File: src/verilog/io_port_consts.vh
`ifndef IO_PORT_CONSTS_VH
`define IO_PORT_CONSTS_VH
// Register byte offsets
`define OFS_DATA_A     8'h00
`define OFS_DATA_B     8'h04
`define OFS_DATA_C     8'h08
`define OFS_DATA_D     8'h0C
`define OFS_DIR_A      8'h10
`define OFS_DIR_B      8'h14
`define OFS_DIR_C      8'h18
`define OFS_DIR_D      8'h1C
`define OFS_PU_A       8'h20
`define OFS_PU_B       8'h24
`define OFS_PU_C       8'h28
`define OFS_PU_D       8'h2C
`define OFS_WAKE_SEL   8'h30
`define OFS_MISC       8'h34
`define OFS_PERIPH     8'h38
`define OFS_CONV       8'h3C
`define OFS_BIT_OP     8'h40
`define OFS_IRQ_STAT   8'h44
`define OFS_IRQ_CLR    8'h48
`define OFS_IRQ_EN     8'h4C
// Reset values
`define RST_DATA       32'hFFFFFFFF
`define RST_DIR        32'hFFFFFFFF
`define RST_PU         32'h00000000
`define RST_BYTE       8'h00
// Misc register fields
`define MISC_OD_LSB    0
`define MISC_EXT_IRQ_LINE_0_EN   4
`define MISC_EXT_IRQ_LINE_1_EN   5
// Periph register fields
`define PER_PWM_LSB    0
`define PER_TMR_LSB    4
// Bit operation fields
`define BOP_BIT_LSB    0
`define BOP_PORT_LSB   3
`define BOP_SET        5
`define BOP_DIR        6
// Pin positions in the 32-bit pin vector
`define PIN_PFD        3
`define PIN_TMR_LSB    16
`define PIN_PWM_LSB    24
`define PIN_EXT_IRQ_LINE_0       28
`define PIN_EXT_IRQ_LINE_1       29
// Status bits
`define ST_WAKE        0
`define ST_EXT_IRQ_LINE_0        1
`define ST_EXT_IRQ_LINE_1        2
// Bus responses
`define RESP_OKAY      2'h0
`define RESP_SLVERR    2'h2
`endif

File: src/verilog/io_port_block.v
// Behaviour
// Direction bit 1 makes pin input; port read returns live pin level.
// Direction bit 0 makes pin push-pull output driving its data latch.
// Output pins read back their data latch, not the pin level.
// Input pins are not latched; read returns pin state directly.
// Port D bits 4,5 are external interrupt inputs unless their enables clear.
// Timer clock pin feeds timer only when selected and pin is input.
// Timer input pin stays readable as ordinary port input.
// Divider output on port A bit 3 when option set and pin output.
// Divider option with pin input leaves ordinary input with pull-high.
// PWM drives port D pin when enabled and pin set as output.
// PWM enabled with pin input leaves ordinary input with pull-high.
// Analog-selected port B pins lose pull-high; digital pins keep it.
// Reset sets all data latches and direction registers to ones.
// Software loads data latches before switching pins to output.
// Single-bit set or clear is read-modify-write of whole port.
// In power down, falling edge on selected port A pin wakes device.
// Pull-high connects only when selected and pin is input.
// Port A bits 0..3 become open-drain when their enables set.
// Pin inputs pass a two-flop synchroniser before any use.
//
// Design decisions made here: the AXI4-Lite register port and the address map.
`include "io_port_consts.vh"

module io_port_block #(
   parameter PFD_OPTION = 1'b0
) (
   // Clock and reset
   input  wire        mclk,
   input  wire        rst_b,
   // AXI4-Lite write address
   input  wire        s_axi_awvalid,
   output wire        s_axi_awready,
   input  wire [7:0]  s_axi_awaddr,
   // AXI4-Lite write data
   input  wire        s_axi_wvalid,
   output wire        s_axi_wready,
   input  wire [31:0] s_axi_wdata,
   input  wire [3:0]  s_axi_wstrb,
   // AXI4-Lite write response
   output wire        s_axi_bvalid,
   input  wire        s_axi_bready,
   output wire [1:0]  s_axi_bresp,
   // AXI4-Lite read address
   input  wire        s_axi_arvalid,
   output wire        s_axi_arready,
   input  wire [7:0]  s_axi_araddr,
   // AXI4-Lite read data
   output wire        s_axi_rvalid,
   input  wire        s_axi_rready,
   output wire [31:0] s_axi_rdata,
   output wire [1:0]  s_axi_rresp,
   // Port pins: A[7:0], B[15:8], C[23:16], D[31:24]
   input  wire [31:0] pin_in,
   output wire [31:0] pin_out,
   output wire [31:0] pin_oe,
   output wire [31:0] pin_pullup_en,
   // Shared peripheral sources
   input  wire        freq_divider_output,
   input  wire [3:0]  pwm_in,
   // Shared peripheral sinks
   output wire        ext_irq_line_0,
   output wire        ext_irq_line_1,
   output wire [3:0]  timer_ext_clock,
   // Power down and wake
   input  wire        power_down,
   output wire        wake_req,
   // Interrupt
   output wire        irq
);

   reg  [31:0] sync1_q;
   reg  [31:0] sync2_q;
   reg  [31:0] prev_q;
   reg  [31:0] dir_q;
   reg  [31:0] lat_q;
   reg  [31:0] pu_q;
   reg  [7:0]  port_a_wake_select_q;
   reg  [7:0]  misc_q;
   reg  [7:0]  periph_q;
   reg  [7:0]  converter_control_q;
   reg  [2:0]  irq_en_q;
   reg  [2:0]  irq_st_q;
   reg  [31:0] out_q;
   reg  [31:0] oe_q;
   reg  [31:0] pu_en_q;
   reg  [3:0]  tmr_q;
   reg  [1:0]  ext_q;
   reg         wake_q;
   reg         aw_have_q;
   reg         w_have_q;
   reg  [7:0]  awaddr_q;
   reg  [31:0] wdata_q;
   reg         wstrb_q;
   reg         bvalid_q;
   reg  [1:0]  bresp_q;
   reg         rvalid_q;
   reg  [31:0] rdata_q;
   reg  [1:0]  rresp_q;

   wire [3:0]  open_drain_enables = misc_q[`MISC_OD_LSB +: 4];
   wire [1:0]  irq_enable_control = {misc_q[`MISC_EXT_IRQ_LINE_1_EN], misc_q[`MISC_EXT_IRQ_LINE_0_EN]};
   wire [31:0] fall = prev_q & ~sync2_q;
   wire [31:0] int_mask = {2'b00, irq_enable_control, 28'h0000000};
   wire [31:0] in_mask = dir_q | int_mask;
   wire [31:0] port_read;
   wire [31:0] drv_val;
   wire [31:0] drv_en;
   wire [31:0] pu_val;
   wire [2:0]  irq_ev;
   wire        do_wr = aw_have_q & w_have_q;
   wire [1:0]  bop_port = wdata_q[`BOP_PORT_LSB +: 2];
   wire [2:0]  bop_bit = wdata_q[`BOP_BIT_LSB +: 3];
   reg         wr_ok;
   reg  [31:0] rd_val;
   reg         rd_ok;
   reg  [7:0]  bop_byte;

   // two-flop sync
   always @(posedge mclk) begin
      if (!rst_b) begin
         sync1_q <= 32'hFFFFFFFF;
         sync2_q <= 32'hFFFFFFFF;
         prev_q  <= 32'hFFFFFFFF;
      end else begin
         sync1_q <= pin_in;
         sync2_q <= sync1_q;
         prev_q  <= sync2_q;
      end
   end

   // input direction reads pin
   // outputs read latch
   // inputs not latched
   // shared inputs stay readable
   assign port_read = (in_mask & sync2_q) | (~in_mask & lat_q);

   // latch drives outputs
   // divider on A3
   // PWM on D0..D3
   assign drv_val = {lat_q[31:28],
                     (periph_q[`PER_PWM_LSB +: 4] & pwm_in) | (~periph_q[`PER_PWM_LSB +: 4] & lat_q[27:24]),
                     lat_q[23:4],
                     PFD_OPTION ? freq_divider_output : lat_q[`PIN_PFD],
                     lat_q[2:0]};

   // interrupt pins undriven
   // divider yields to input
   // PWM yields to input
   // open drain on A0..A3
   assign drv_en = ~in_mask & {28'hFFFFFFF, ~(open_drain_enables & drv_val[3:0])};

   // analog pins unpulled
   // pull only on inputs
   assign pu_val = pu_q & in_mask & ~{16'h0000, converter_control_q, 8'h00};

   // wake on selected falls
   // interrupt line edges
   assign irq_ev = {irq_enable_control[1] & fall[`PIN_EXT_IRQ_LINE_1],
                    irq_enable_control[0] & fall[`PIN_EXT_IRQ_LINE_0],
                    power_down & (|(fall[7:0] & port_a_wake_select_q))};

   always @(posedge mclk) begin
      if (!rst_b) begin
         out_q   <= `RST_DATA;
         oe_q    <= 32'h00000000;
         pu_en_q <= 32'h00000000;
         tmr_q   <= 4'h0;
         ext_q   <= 2'h0;
         wake_q  <= 1'b0;
      end else begin
         out_q   <= drv_val;
         oe_q    <= drv_en;
         pu_en_q <= pu_val;
         // timer clock gating
         tmr_q   <= sync2_q[`PIN_TMR_LSB +: 4] & periph_q[`PER_TMR_LSB +: 4] & dir_q[`PIN_TMR_LSB +: 4];
         // interrupt line routing
         ext_q   <= {sync2_q[`PIN_EXT_IRQ_LINE_1], sync2_q[`PIN_EXT_IRQ_LINE_0]} & irq_enable_control;
         wake_q  <= irq_ev[`ST_WAKE];
      end
   end

   assign pin_out         = out_q;
   assign pin_oe          = oe_q;
   assign pin_pullup_en   = pu_en_q;
   assign timer_ext_clock = tmr_q;
   assign ext_irq_line_0  = ext_q[0];
   assign ext_irq_line_1  = ext_q[1];
   assign wake_req        = wake_q;
   assign irq             = |(irq_st_q & irq_en_q);

   // Bus handshakes
   assign s_axi_awready = ~aw_have_q & ~bvalid_q;
   assign s_axi_wready  = ~w_have_q & ~bvalid_q;
   assign s_axi_bvalid  = bvalid_q;
   assign s_axi_bresp   = bresp_q;
   assign s_axi_arready = ~rvalid_q;
   assign s_axi_rvalid  = rvalid_q;
   assign s_axi_rdata   = rdata_q;
   assign s_axi_rresp   = rresp_q;

   // Write address decode
   always @* begin
      case (awaddr_q)
         `OFS_DATA_A, `OFS_DATA_B, `OFS_DATA_C, `OFS_DATA_D,
         `OFS_DIR_A, `OFS_DIR_B, `OFS_DIR_C, `OFS_DIR_D,
         `OFS_PU_A, `OFS_PU_B, `OFS_PU_C, `OFS_PU_D,
         `OFS_WAKE_SEL, `OFS_MISC, `OFS_PERIPH, `OFS_CONV,
         `OFS_BIT_OP, `OFS_IRQ_CLR, `OFS_IRQ_EN, `OFS_IRQ_STAT: wr_ok = 1'b1;
         default: wr_ok = 1'b0;
      endcase
   end

   // bit op reads whole port then sets or clears one bit
   always @* begin
      bop_byte = wdata_q[`BOP_DIR] ? dir_q[8 * bop_port +: 8] : port_read[8 * bop_port +: 8];
      bop_byte[bop_bit] = wdata_q[`BOP_SET];
   end

   always @(posedge mclk) begin
      if (!rst_b) begin
         aw_have_q <= 1'b0;
         w_have_q  <= 1'b0;
         awaddr_q  <= 8'h00;
         wdata_q   <= 32'h00000000;
         wstrb_q   <= 1'b0;
         bvalid_q  <= 1'b0;
         bresp_q   <= `RESP_OKAY;
      end else begin
         if (s_axi_awvalid && s_axi_awready) begin
            aw_have_q <= 1'b1;
            awaddr_q  <= s_axi_awaddr;
         end
         if (s_axi_wvalid && s_axi_wready) begin
            w_have_q <= 1'b1;
            wdata_q  <= s_axi_wdata;
            wstrb_q  <= s_axi_wstrb[0];
         end
         // Response waits for address and data
         if (do_wr) begin
            aw_have_q <= 1'b0;
            w_have_q  <= 1'b0;
            bvalid_q  <= 1'b1;
            bresp_q   <= wr_ok ? `RESP_OKAY : `RESP_SLVERR;
         end else if (s_axi_bready) begin
            bvalid_q <= 1'b0;
         end
      end
   end

   // Register file
   always @(posedge mclk) begin
      if (!rst_b) begin
         // ports start as inputs with latches high
         lat_q                <= `RST_DATA;
         dir_q                <= `RST_DIR;
         pu_q                 <= `RST_PU;
         port_a_wake_select_q <= `RST_BYTE;
         misc_q               <= `RST_BYTE;
         periph_q             <= `RST_BYTE;
         converter_control_q  <= `RST_BYTE;
         irq_en_q             <= 3'h0;
         irq_st_q             <= 3'h0;
      end else begin
         // Set wins over clear
         irq_st_q <= (irq_st_q & ~((do_wr && wstrb_q && awaddr_q == `OFS_IRQ_CLR) ? wdata_q[2:0] : 3'h0))
                     | irq_ev;
         if (do_wr && wstrb_q) begin
            case (awaddr_q)
               `OFS_DATA_A:   lat_q[7:0]   <= wdata_q[7:0];
               `OFS_DATA_B:   lat_q[15:8]  <= wdata_q[7:0];
               `OFS_DATA_C:   lat_q[23:16] <= wdata_q[7:0];
               `OFS_DATA_D:   lat_q[31:24] <= wdata_q[7:0];
               `OFS_DIR_A:    dir_q[7:0]   <= wdata_q[7:0];
               `OFS_DIR_B:    dir_q[15:8]  <= wdata_q[7:0];
               `OFS_DIR_C:    dir_q[23:16] <= wdata_q[7:0];
               `OFS_DIR_D:    dir_q[31:24] <= wdata_q[7:0];
               `OFS_PU_A:     pu_q[7:0]    <= wdata_q[7:0];
               `OFS_PU_B:     pu_q[15:8]   <= wdata_q[7:0];
               `OFS_PU_C:     pu_q[23:16]  <= wdata_q[7:0];
               `OFS_PU_D:     pu_q[31:24]  <= wdata_q[7:0];
               `OFS_WAKE_SEL: port_a_wake_select_q <= wdata_q[7:0];
               `OFS_MISC:     misc_q <= wdata_q[7:0];
               `OFS_PERIPH:   periph_q <= wdata_q[7:0];
               `OFS_CONV:     converter_control_q <= wdata_q[7:0];
               `OFS_IRQ_EN:   irq_en_q <= wdata_q[2:0];
               // write back modified byte
               `OFS_BIT_OP: begin
                  if (wdata_q[`BOP_DIR])
                     dir_q[8 * bop_port +: 8] <= bop_byte;
                  else
                     lat_q[8 * bop_port +: 8] <= bop_byte;
               end
               default: ;
            endcase
         end
      end
   end

   // Read decode
   always @* begin
      rd_ok = 1'b1;
      case (s_axi_araddr)
         // port reads
         `OFS_DATA_A:   rd_val = {24'h000000, port_read[7:0]};
         `OFS_DATA_B:   rd_val = {24'h000000, port_read[15:8]};
         `OFS_DATA_C:   rd_val = {24'h000000, port_read[23:16]};
         `OFS_DATA_D:   rd_val = {24'h000000, port_read[31:24]};
         `OFS_DIR_A:    rd_val = {24'h000000, dir_q[7:0]};
         `OFS_DIR_B:    rd_val = {24'h000000, dir_q[15:8]};
         `OFS_DIR_C:    rd_val = {24'h000000, dir_q[23:16]};
         `OFS_DIR_D:    rd_val = {24'h000000, dir_q[31:24]};
         `OFS_PU_A:     rd_val = {24'h000000, pu_q[7:0]};
         `OFS_PU_B:     rd_val = {24'h000000, pu_q[15:8]};
         `OFS_PU_C:     rd_val = {24'h000000, pu_q[23:16]};
         `OFS_PU_D:     rd_val = {24'h000000, pu_q[31:24]};
         `OFS_WAKE_SEL: rd_val = {24'h000000, port_a_wake_select_q};
         `OFS_MISC:     rd_val = {24'h000000, misc_q};
         `OFS_PERIPH:   rd_val = {24'h000000, periph_q};
         `OFS_CONV:     rd_val = {24'h000000, converter_control_q};
         `OFS_IRQ_STAT: rd_val = {29'h00000000, irq_st_q};
         `OFS_IRQ_EN:   rd_val = {29'h00000000, irq_en_q};
         `OFS_BIT_OP, `OFS_IRQ_CLR: rd_val = 32'h00000000;
         default: begin
            rd_val = 32'h00000000;
            rd_ok  = 1'b0;
         end
      endcase
   end

   always @(posedge mclk) begin
      if (!rst_b) begin
         rvalid_q <= 1'b0;
         rdata_q  <= 32'h00000000;
         rresp_q  <= `RESP_OKAY;
      end else if (s_axi_arvalid && s_axi_arready) begin
         rvalid_q <= 1'b1;
         rdata_q  <= rd_val;
         rresp_q  <= rd_ok ? `RESP_OKAY : `RESP_SLVERR;
      end else if (s_axi_rready) begin
         rvalid_q <= 1'b0;
      end
   end

endmodule // io_port_block

File: config.mk
export PLATFORM = sky130hd
export DESIGN_NAME = io_port_block
export DESIGN_NICKNAME = d
export VERILOG_FILES = /design/src/verilog/io_port_block.v
export VERILOG_INCLUDE_DIRS = /design/src /design/src/verilog
export SDC_FILE = /design/constraint.sdc
export NUM_CORES = 1
export LEC_CHECK = 0
export BUFFER_PORTS_ARGS = -buffer_cell sky130_fd_sc_hd__buf_2
export CORE_ASPECT_RATIO = 1.5
export CORE_MARGIN = 1
export CORE_UTILIZATION = 58
export CTS_BUF_LIST = sky130_fd_sc_hd__clkbuf_8 sky130_fd_sc_hd__clkbuf_16
export CTS_CLUSTER_DIAMETER = 200
export DETAILED_ROUTE_END_ITERATION = 16
export PLACE_DENSITY = 0.78
export SLEW_MARGIN = 20
export SYNTH_ARGS = -nofsm -noshare
export SYNTH_HDL_FRONTEND = slang
export SYNTH_SLANG_ARGS = --single-unit
File: constraint.sdc
create_clock -name mclk -period 4.3 [get_ports mclk]
set_input_delay 0.215 -clock mclk [delete_from_list [all_inputs] [get_ports mclk]]
set_output_delay 0.215 -clock mclk [all_outputs]
set_load 0.03 [all_outputs]
After elaboration in Yosys (flattened, before gate mapping)
Index checks and enable logic that the tools add are counted.
{"block": "word_totals", "ff_bits": 388, "inputBits": 97, "output_inout_bits": 145, "wordCells": 186}
{"block": "op_classes", "addsub": 1, "magnitude_cmp": 2, "eq_ne": 40, "shift": 4, "mux": 26, "bitwise": 36, "n_reduce_logical": 40}
{"op": "AND 32 bit", "count": 5}
{"op": "case mux 8 bit (18 select lines)", "count": 1}
{"op": "equality test 8 x 6 -> 1 bit, second input constant", "count": 16}
{"op": "case mux 8 bit (2 select lines)", "count": 8}
{"op": "bitwise mux 32 bit", "count": 2}
{"op": "equality test 8 x 5 -> 1 bit, second input constant", "count": 8}
{"op": "equality test 8 x 7 -> 1 bit, second input constant", "count": 8}
{"op": "2-to-1 mux 32 bit", "count": 2}
{"op": "indexed part select 32 x 6 -> 8 bit", "count": 2}
{"op": "OR reduction 20 bit", "count": 2}
{"op": "negation 5 -> 34 bit", "count": 1}
{"op": "variable shift 8 x 34 -> 32 bit, first input constant", "count": 1}
{"op": "indexed part select 8 x 34 -> 32 bit", "count": 1}
{"op": "equality test 8 x 4 -> 1 bit, second input constant", "count": 4}
{"op": "inverter 16 -> 32 bit", "count": 1}
{"op": "inverter 32 bit", "count": 1}
{"op": "OR 32 x 30 -> 32 bit", "count": 1}
{"op": "OR 32 bit", "count": 1}
{"op": "AND 30 bit", "count": 1}
{"op": "inverter 30 bit", "count": 1}
{"op": "AND reduction 3 bit", "count": 8}
{"op": "AND 4 bit", "count": 5}
{"op": "nonzero test 2 bit", "count": 10}
{"op": "AND reduction 2 bit", "count": 9}
{"op": "24 further kinds", "count": 50}

Longest topological paths before layout
{"block": "logic_depth", "ltp_word": 11, "depth_mapped": 10, "depth_no_buf": 8}

Worst setup path before layout
Ideal clock, no wire load.
{"block": "synth_path", "path_kind": "register to register", "from": "reg wdata_q[3]", "to": "reg lat_q[29]", "setup_time_ns": 0.120, "arrival_ns": 2.050, "required_ns": 4.180, "path_slack_ns": 2.130, "stages_incl_launch_ff": 10, "n_path_buf": 2, "synth_period_minus_slack_ns": 2.170, "path_cell_list": "dfxtp_1 buf_2 clkinv_1 ha_1 nand4b_1 or2_0 clkbuf_1 a2bb2oi_1 nor2_1 a211o_1"}
{"block": "synth_between", "elab_chain_cells": 7, "elab_cells_between_ends": 10, "classes_between": "1 x add/sub; 4 x shift; 5 x mux"}
{"element": "from (decl)", "line": "io_port_block.v:93", "text": "reg [31:0] wdata_q;"}
{"element": "from (signal assigned)", "line": "io_port_block.v:236", "text": "wdata_q <= s_axi_wdata;"}
{"element": "indexed part select 32 x 6 -> 8 bit", "line": "io_port_block.v:216", "text": "bop_byte = wdata_q[`BOP_DIR] ? dir_q[8 * bop_port +: 8] : port_read[8 * bop_port +: 8];"}
{"element": "2-to-1 mux 8 bit", "line": "io_port_block.v:216"}
{"element": "bitwise mux 8 bit", "line": "io_port_block.v:217", "text": "bop_byte[bop_bit] = wdata_q[`BOP_SET];"}
{"element": "indexed part select 8 x 34 -> 32 bit", "line": "io_port_block.v:292", "text": "lat_q[8 * bop_port +: 8] <= bop_byte;"}
{"element": "bitwise mux 32 bit *", "line": "io_port_block.v:292"}
{"element": "2-to-1 mux 32 bit *", "line": "io_port_block.v:289", "text": "if (wdata_q[`BOP_DIR])"}
{"element": "case mux 8 bit (2 select lines) *", "line": "io_port_block.v:269", "text": "case (awaddr_q)"}
{"element": "to (signal assigned)", "line": "io_port_block.v:255", "text": "lat_q <= `RST_DATA;"}
{"element": "to (signal assigned)", "line": "io_port_block.v:273", "text": "`OFS_DATA_D: lat_q[31:24] <= wdata_q[7:0];"}
{"element": "to (signal, indexed assignment)", "line": "io_port_block.v:292"}
{"element": "to (decl)", "line": "io_port_block.v:76", "text": "reg [31:0] lat_q;"}
Mark *: on every way between the ends. The rest lies on a longest branch, timed or not. The select of a mux whose other input is x is not followed.
A chain may end at the register's enable or synchronous reset.

Worst setup path in the final report
{"block": "layout_path", "from": "reg wdata_q[3]", "to": "reg dir_q[28]"}
{"block": "layout_between", "elab_chain_cells": 7, "elab_cells_between_ends": 10, "classes_between": "1 x add/sub; 4 x shift; 5 x mux"}
{"element": "indexed part select 32 x 6 -> 8 bit", "line": "io_port_block.v:216"}
{"element": "2-to-1 mux 8 bit", "line": "io_port_block.v:216"}
{"element": "bitwise mux 8 bit", "line": "io_port_block.v:217"}
{"element": "indexed part select 8 x 34 -> 32 bit", "line": "io_port_block.v:290", "text": "dir_q[8 * bop_port +: 8] <= bop_byte;"}
{"element": "bitwise mux 32 bit *", "line": "io_port_block.v:290"}
{"element": "2-to-1 mux 32 bit *", "line": "io_port_block.v:289"}
{"element": "case mux 8 bit (2 select lines) *", "line": "io_port_block.v:269"}
{"element": "to (signal assigned)", "line": "io_port_block.v:256", "text": "dir_q <= `RST_DIR;"}
{"element": "to (signal assigned)", "line": "io_port_block.v:277", "text": "`OFS_DIR_D: dir_q[31:24] <= wdata_q[7:0];"}
{"element": "to (signal, indexed assignment)", "line": "io_port_block.v:290"}
{"element": "to (decl)", "line": "io_port_block.v:75", "text": "reg [31:0] dir_q;"}
Marks and branches as above.

==> results.cfg <==
[critical_path]
endpoint_kind = flip-flop
critPathMaxStageDelay_ps = 570
crit_type = reg2reg
slowest_stage = ha_1
worstPathArrival_ps = 3320
start_kind = flip-flop
critPathMaxFanout = 9
r2r_slack_ps = 1410
worstPathCellList = clkinv_1 -> ha_1 -> nand4b_1 -> or2_0 -> o21ai_0 -> a31oi_1 -> o211ai_1
cp.required_ps = 4730

[clock_network]
cts-root-buf = clkbuf_16
cts.clk_slew.worst_paths_ps = 70
clkLatencyLatePin_ps = 580
post-cts-setup-buffers = 0
clock-sinks = 342
cts_tree = built
postCtsResizedCells = 0
cts_inserted_buffers = 31
postCtsHoldBufs = 57
cts_buffer_depth = 3
ctsHtreeMaxLevel = 1

[synthesis]
yosys_warnings = 0
netlist_instances = 1564
synth_cell_types = 101
async_reset_ff_frac = 0
yosysSeqAreaShare = 0.4797
synth-edff-count = 0
synth_top_area_frac = 0.4797
yosysTopAreaCell = dfxtp_1
synth_area_um2 = 14270
ys_top_cells_by_area = dfxtp_1 (48%), mux2i_1 (5.2%), nand2_1 (4.9%)
synth_top_flop_cell = dfxtp_1
ys_ff_latch = 342
synth.avg_cell_area_um2 = 9.126

[power_and_ir_drop]
pwr-share-seq = 0.484
vdd_ir_drop_max_v = 0.0003990
switchingPower_mw = 1.678
p_leak_nw = 7.008
p_int_mw = 5.094
powerDensity_nw_per_um2 = 401.5
combPwrFrac = 0.082
finalPower_mw = 6.772
switching_share = 0.2478
p_clk_frac = 0.434

[place]
post-place-ws_ps = 1553
portBuffers = 187
place_area_um2 = 15200
dp_cells = 1995
globalplace.congestion = 1.018
hpwl_um = 35220

[sta]
timing.hold.ws_ps = 55.21
worst_slew_pin_slew_ps = 1119
period_minus_slack_ps = 2890
finalWorstSetupSlack_ps = 1410
finalClockSkew_ps = 10.67
fmax_mhz = 346.0
final_hold_viol_count = 0
relSlewSlack = 0.2510
finalSetupViolCount = 0
drv_slew = 0
min_period_over_period = 0.6721
tns_ps = 0
rsz0062_at_grt = no

[routing]
drcViolationCount = 0
post_drt_wl_per_cell_um = 23.91
first_pass_iters = 6
wirelength_um = 50420
dr_total_vias = 12930
ant_nets = 0
viasPerCell = 6.128
drt_iter0_drc = 1219

[cells_and_area]
nets = 1862
design_area_um2 = 16860
antenna_cells = 0
final_common_cell = dfxtp_1
final_util = 0.6952
drive_gt1_frac = 0.1905
final_cells = 2109
area_growth_pct = 18.15
mostFrequentLayoutCells = dfxtp_1 (341), buf_2 (186), nand2_1 (185)

[grt]
grt_max_degree = 68
first_global_vias = 12020
grt-ovfl-total = 0
grtUsageTotal = 0.3992
antenna_found_initial = 0
grt_pass1_wl_um = 73710

[floorplan]
ios = 242
core-area_um2 = 24260
die-area_um2 = 25250
core.rowCount = 70
fp.dieW_um = 130.1
initial_core_util = 0.5883
fp.dieH_um = 194.1

[run]
maxCapViolCount = 0

[hold_path]
min_path_type = in2reg

[run_status]
outcome = finished, final reports clean
==> sequential cells by signal, indices dropped and copies added (netlist names), 8 cells and up <==
signal	flops
prev_q	10
awaddr_q	8
periph_q	8
port_a_wake_select_q	8
sync1_q	32
wdata_q	8
misc_q	8
lat_q	32
pin_out	32
pin_pullup_en	32
dir_q	32
converter_control_q	8
pin_oe	32
s_axi_rdata	8
sync2_q	32
pu_q	32
==> path summary, 6_finish.rpt <==
check | to | depth (start not counted) | start
worst max-delay path | dir_q[28]$_SDFFE_PN1P_ | 7 | wdata_q[3]$_SDFFE_PN0P_
worst min-delay path | s_axi_rresp[1]$_SDFFE_PN0P_ | 3 | s_axi_arvalid
worst max register to register | dir_q[28]$_SDFFE_PN1P_ | 7 | wdata_q[3]$_SDFFE_PN0P_
worst min register to register | sync2_q[20]$_SDFF_PN1_ | 1 | sync1_q[20]$_SDFF_PN1_
==> layout make-up <==
class / instances / area [um^2]
Tap cell: 324 / 405.4
Clock buffer: 35 / 830.8
Timing Repair Buffer: 266 / 1687
Sequential cell: 342 / 6848
Multi-Input combinational cell: 1097 / 6746
Inverter: 23 / 88.84
Fill cell: 1888 / 7396
Clock inverter: 22 / 259.0
==> cell usage after synthesis, drive strengths merged (22+ instances only) <==
cell    instances
o21ai          83
buf            75
nor2          142
and3           29
nand2b        102
nand3          61
mux2i          74
dfxtp         342
nand2         186
clkbuf         52
a21oi         123
inv            22
==> kinds of logic (layout without fill, tap and decap cells) <==
| logic type | after synthesis | after routing | synth area share |
|---|---|---|---|
| and+or+nand+nor | 616 | 616 | 0.2226 |
| muxes | 92 | 92 | 0.07004 |
| other | 1 | 26 | 0.0002627 |
| buffers and inverters | 150 | 346 | 0.05619 |
| DFF | 342 | 342 | 0.4797 |
| AOI/OAI and AO/OA | 359 | 359 | 0.1678 |
| adders and majority gates | 4 | 4 | 0.003506 |
==> worst max-delay path: cells and delay by family (launching register included) <==
family | cells | cell delay (ps)
AOI/OAI and AO/OA | 3 | 670
adders and majority gates | 1 | 570
buffers and inverters | 1 | 490
DFF | 1 | 350
and+or+nand+nor | 2 | 650
==> layer usage <==
| metal | wire, um | vias to the layer above | track usage |
|---|---|---|---|
| met5 | 0 | - | 0 |
| li1 | - | 5848 | - |
| met3 | 3862 | 195 | 0.05740 |
| met2 | 23880 | 738 | 0.6444 |
| met4 | 3981 | 0 | 0.2804 |
| met1 | 18690 | 6144 | 0.4818 |
==> power groups by stage <==
stage          Clock (mW)  Sequential (mW)  Combinational, mW
6_report             2.94             3.28              0.554
4_1_cts              2.95             3.27              0.538
5_1_grt              3.08             3.28              0.586
3_5_place_dp            0             3.35              0.494
3_3_place_gp            0             3.34              0.490
2_1_floorplan           0             3.31              0.369
Power figures use the tool's default switching activity.
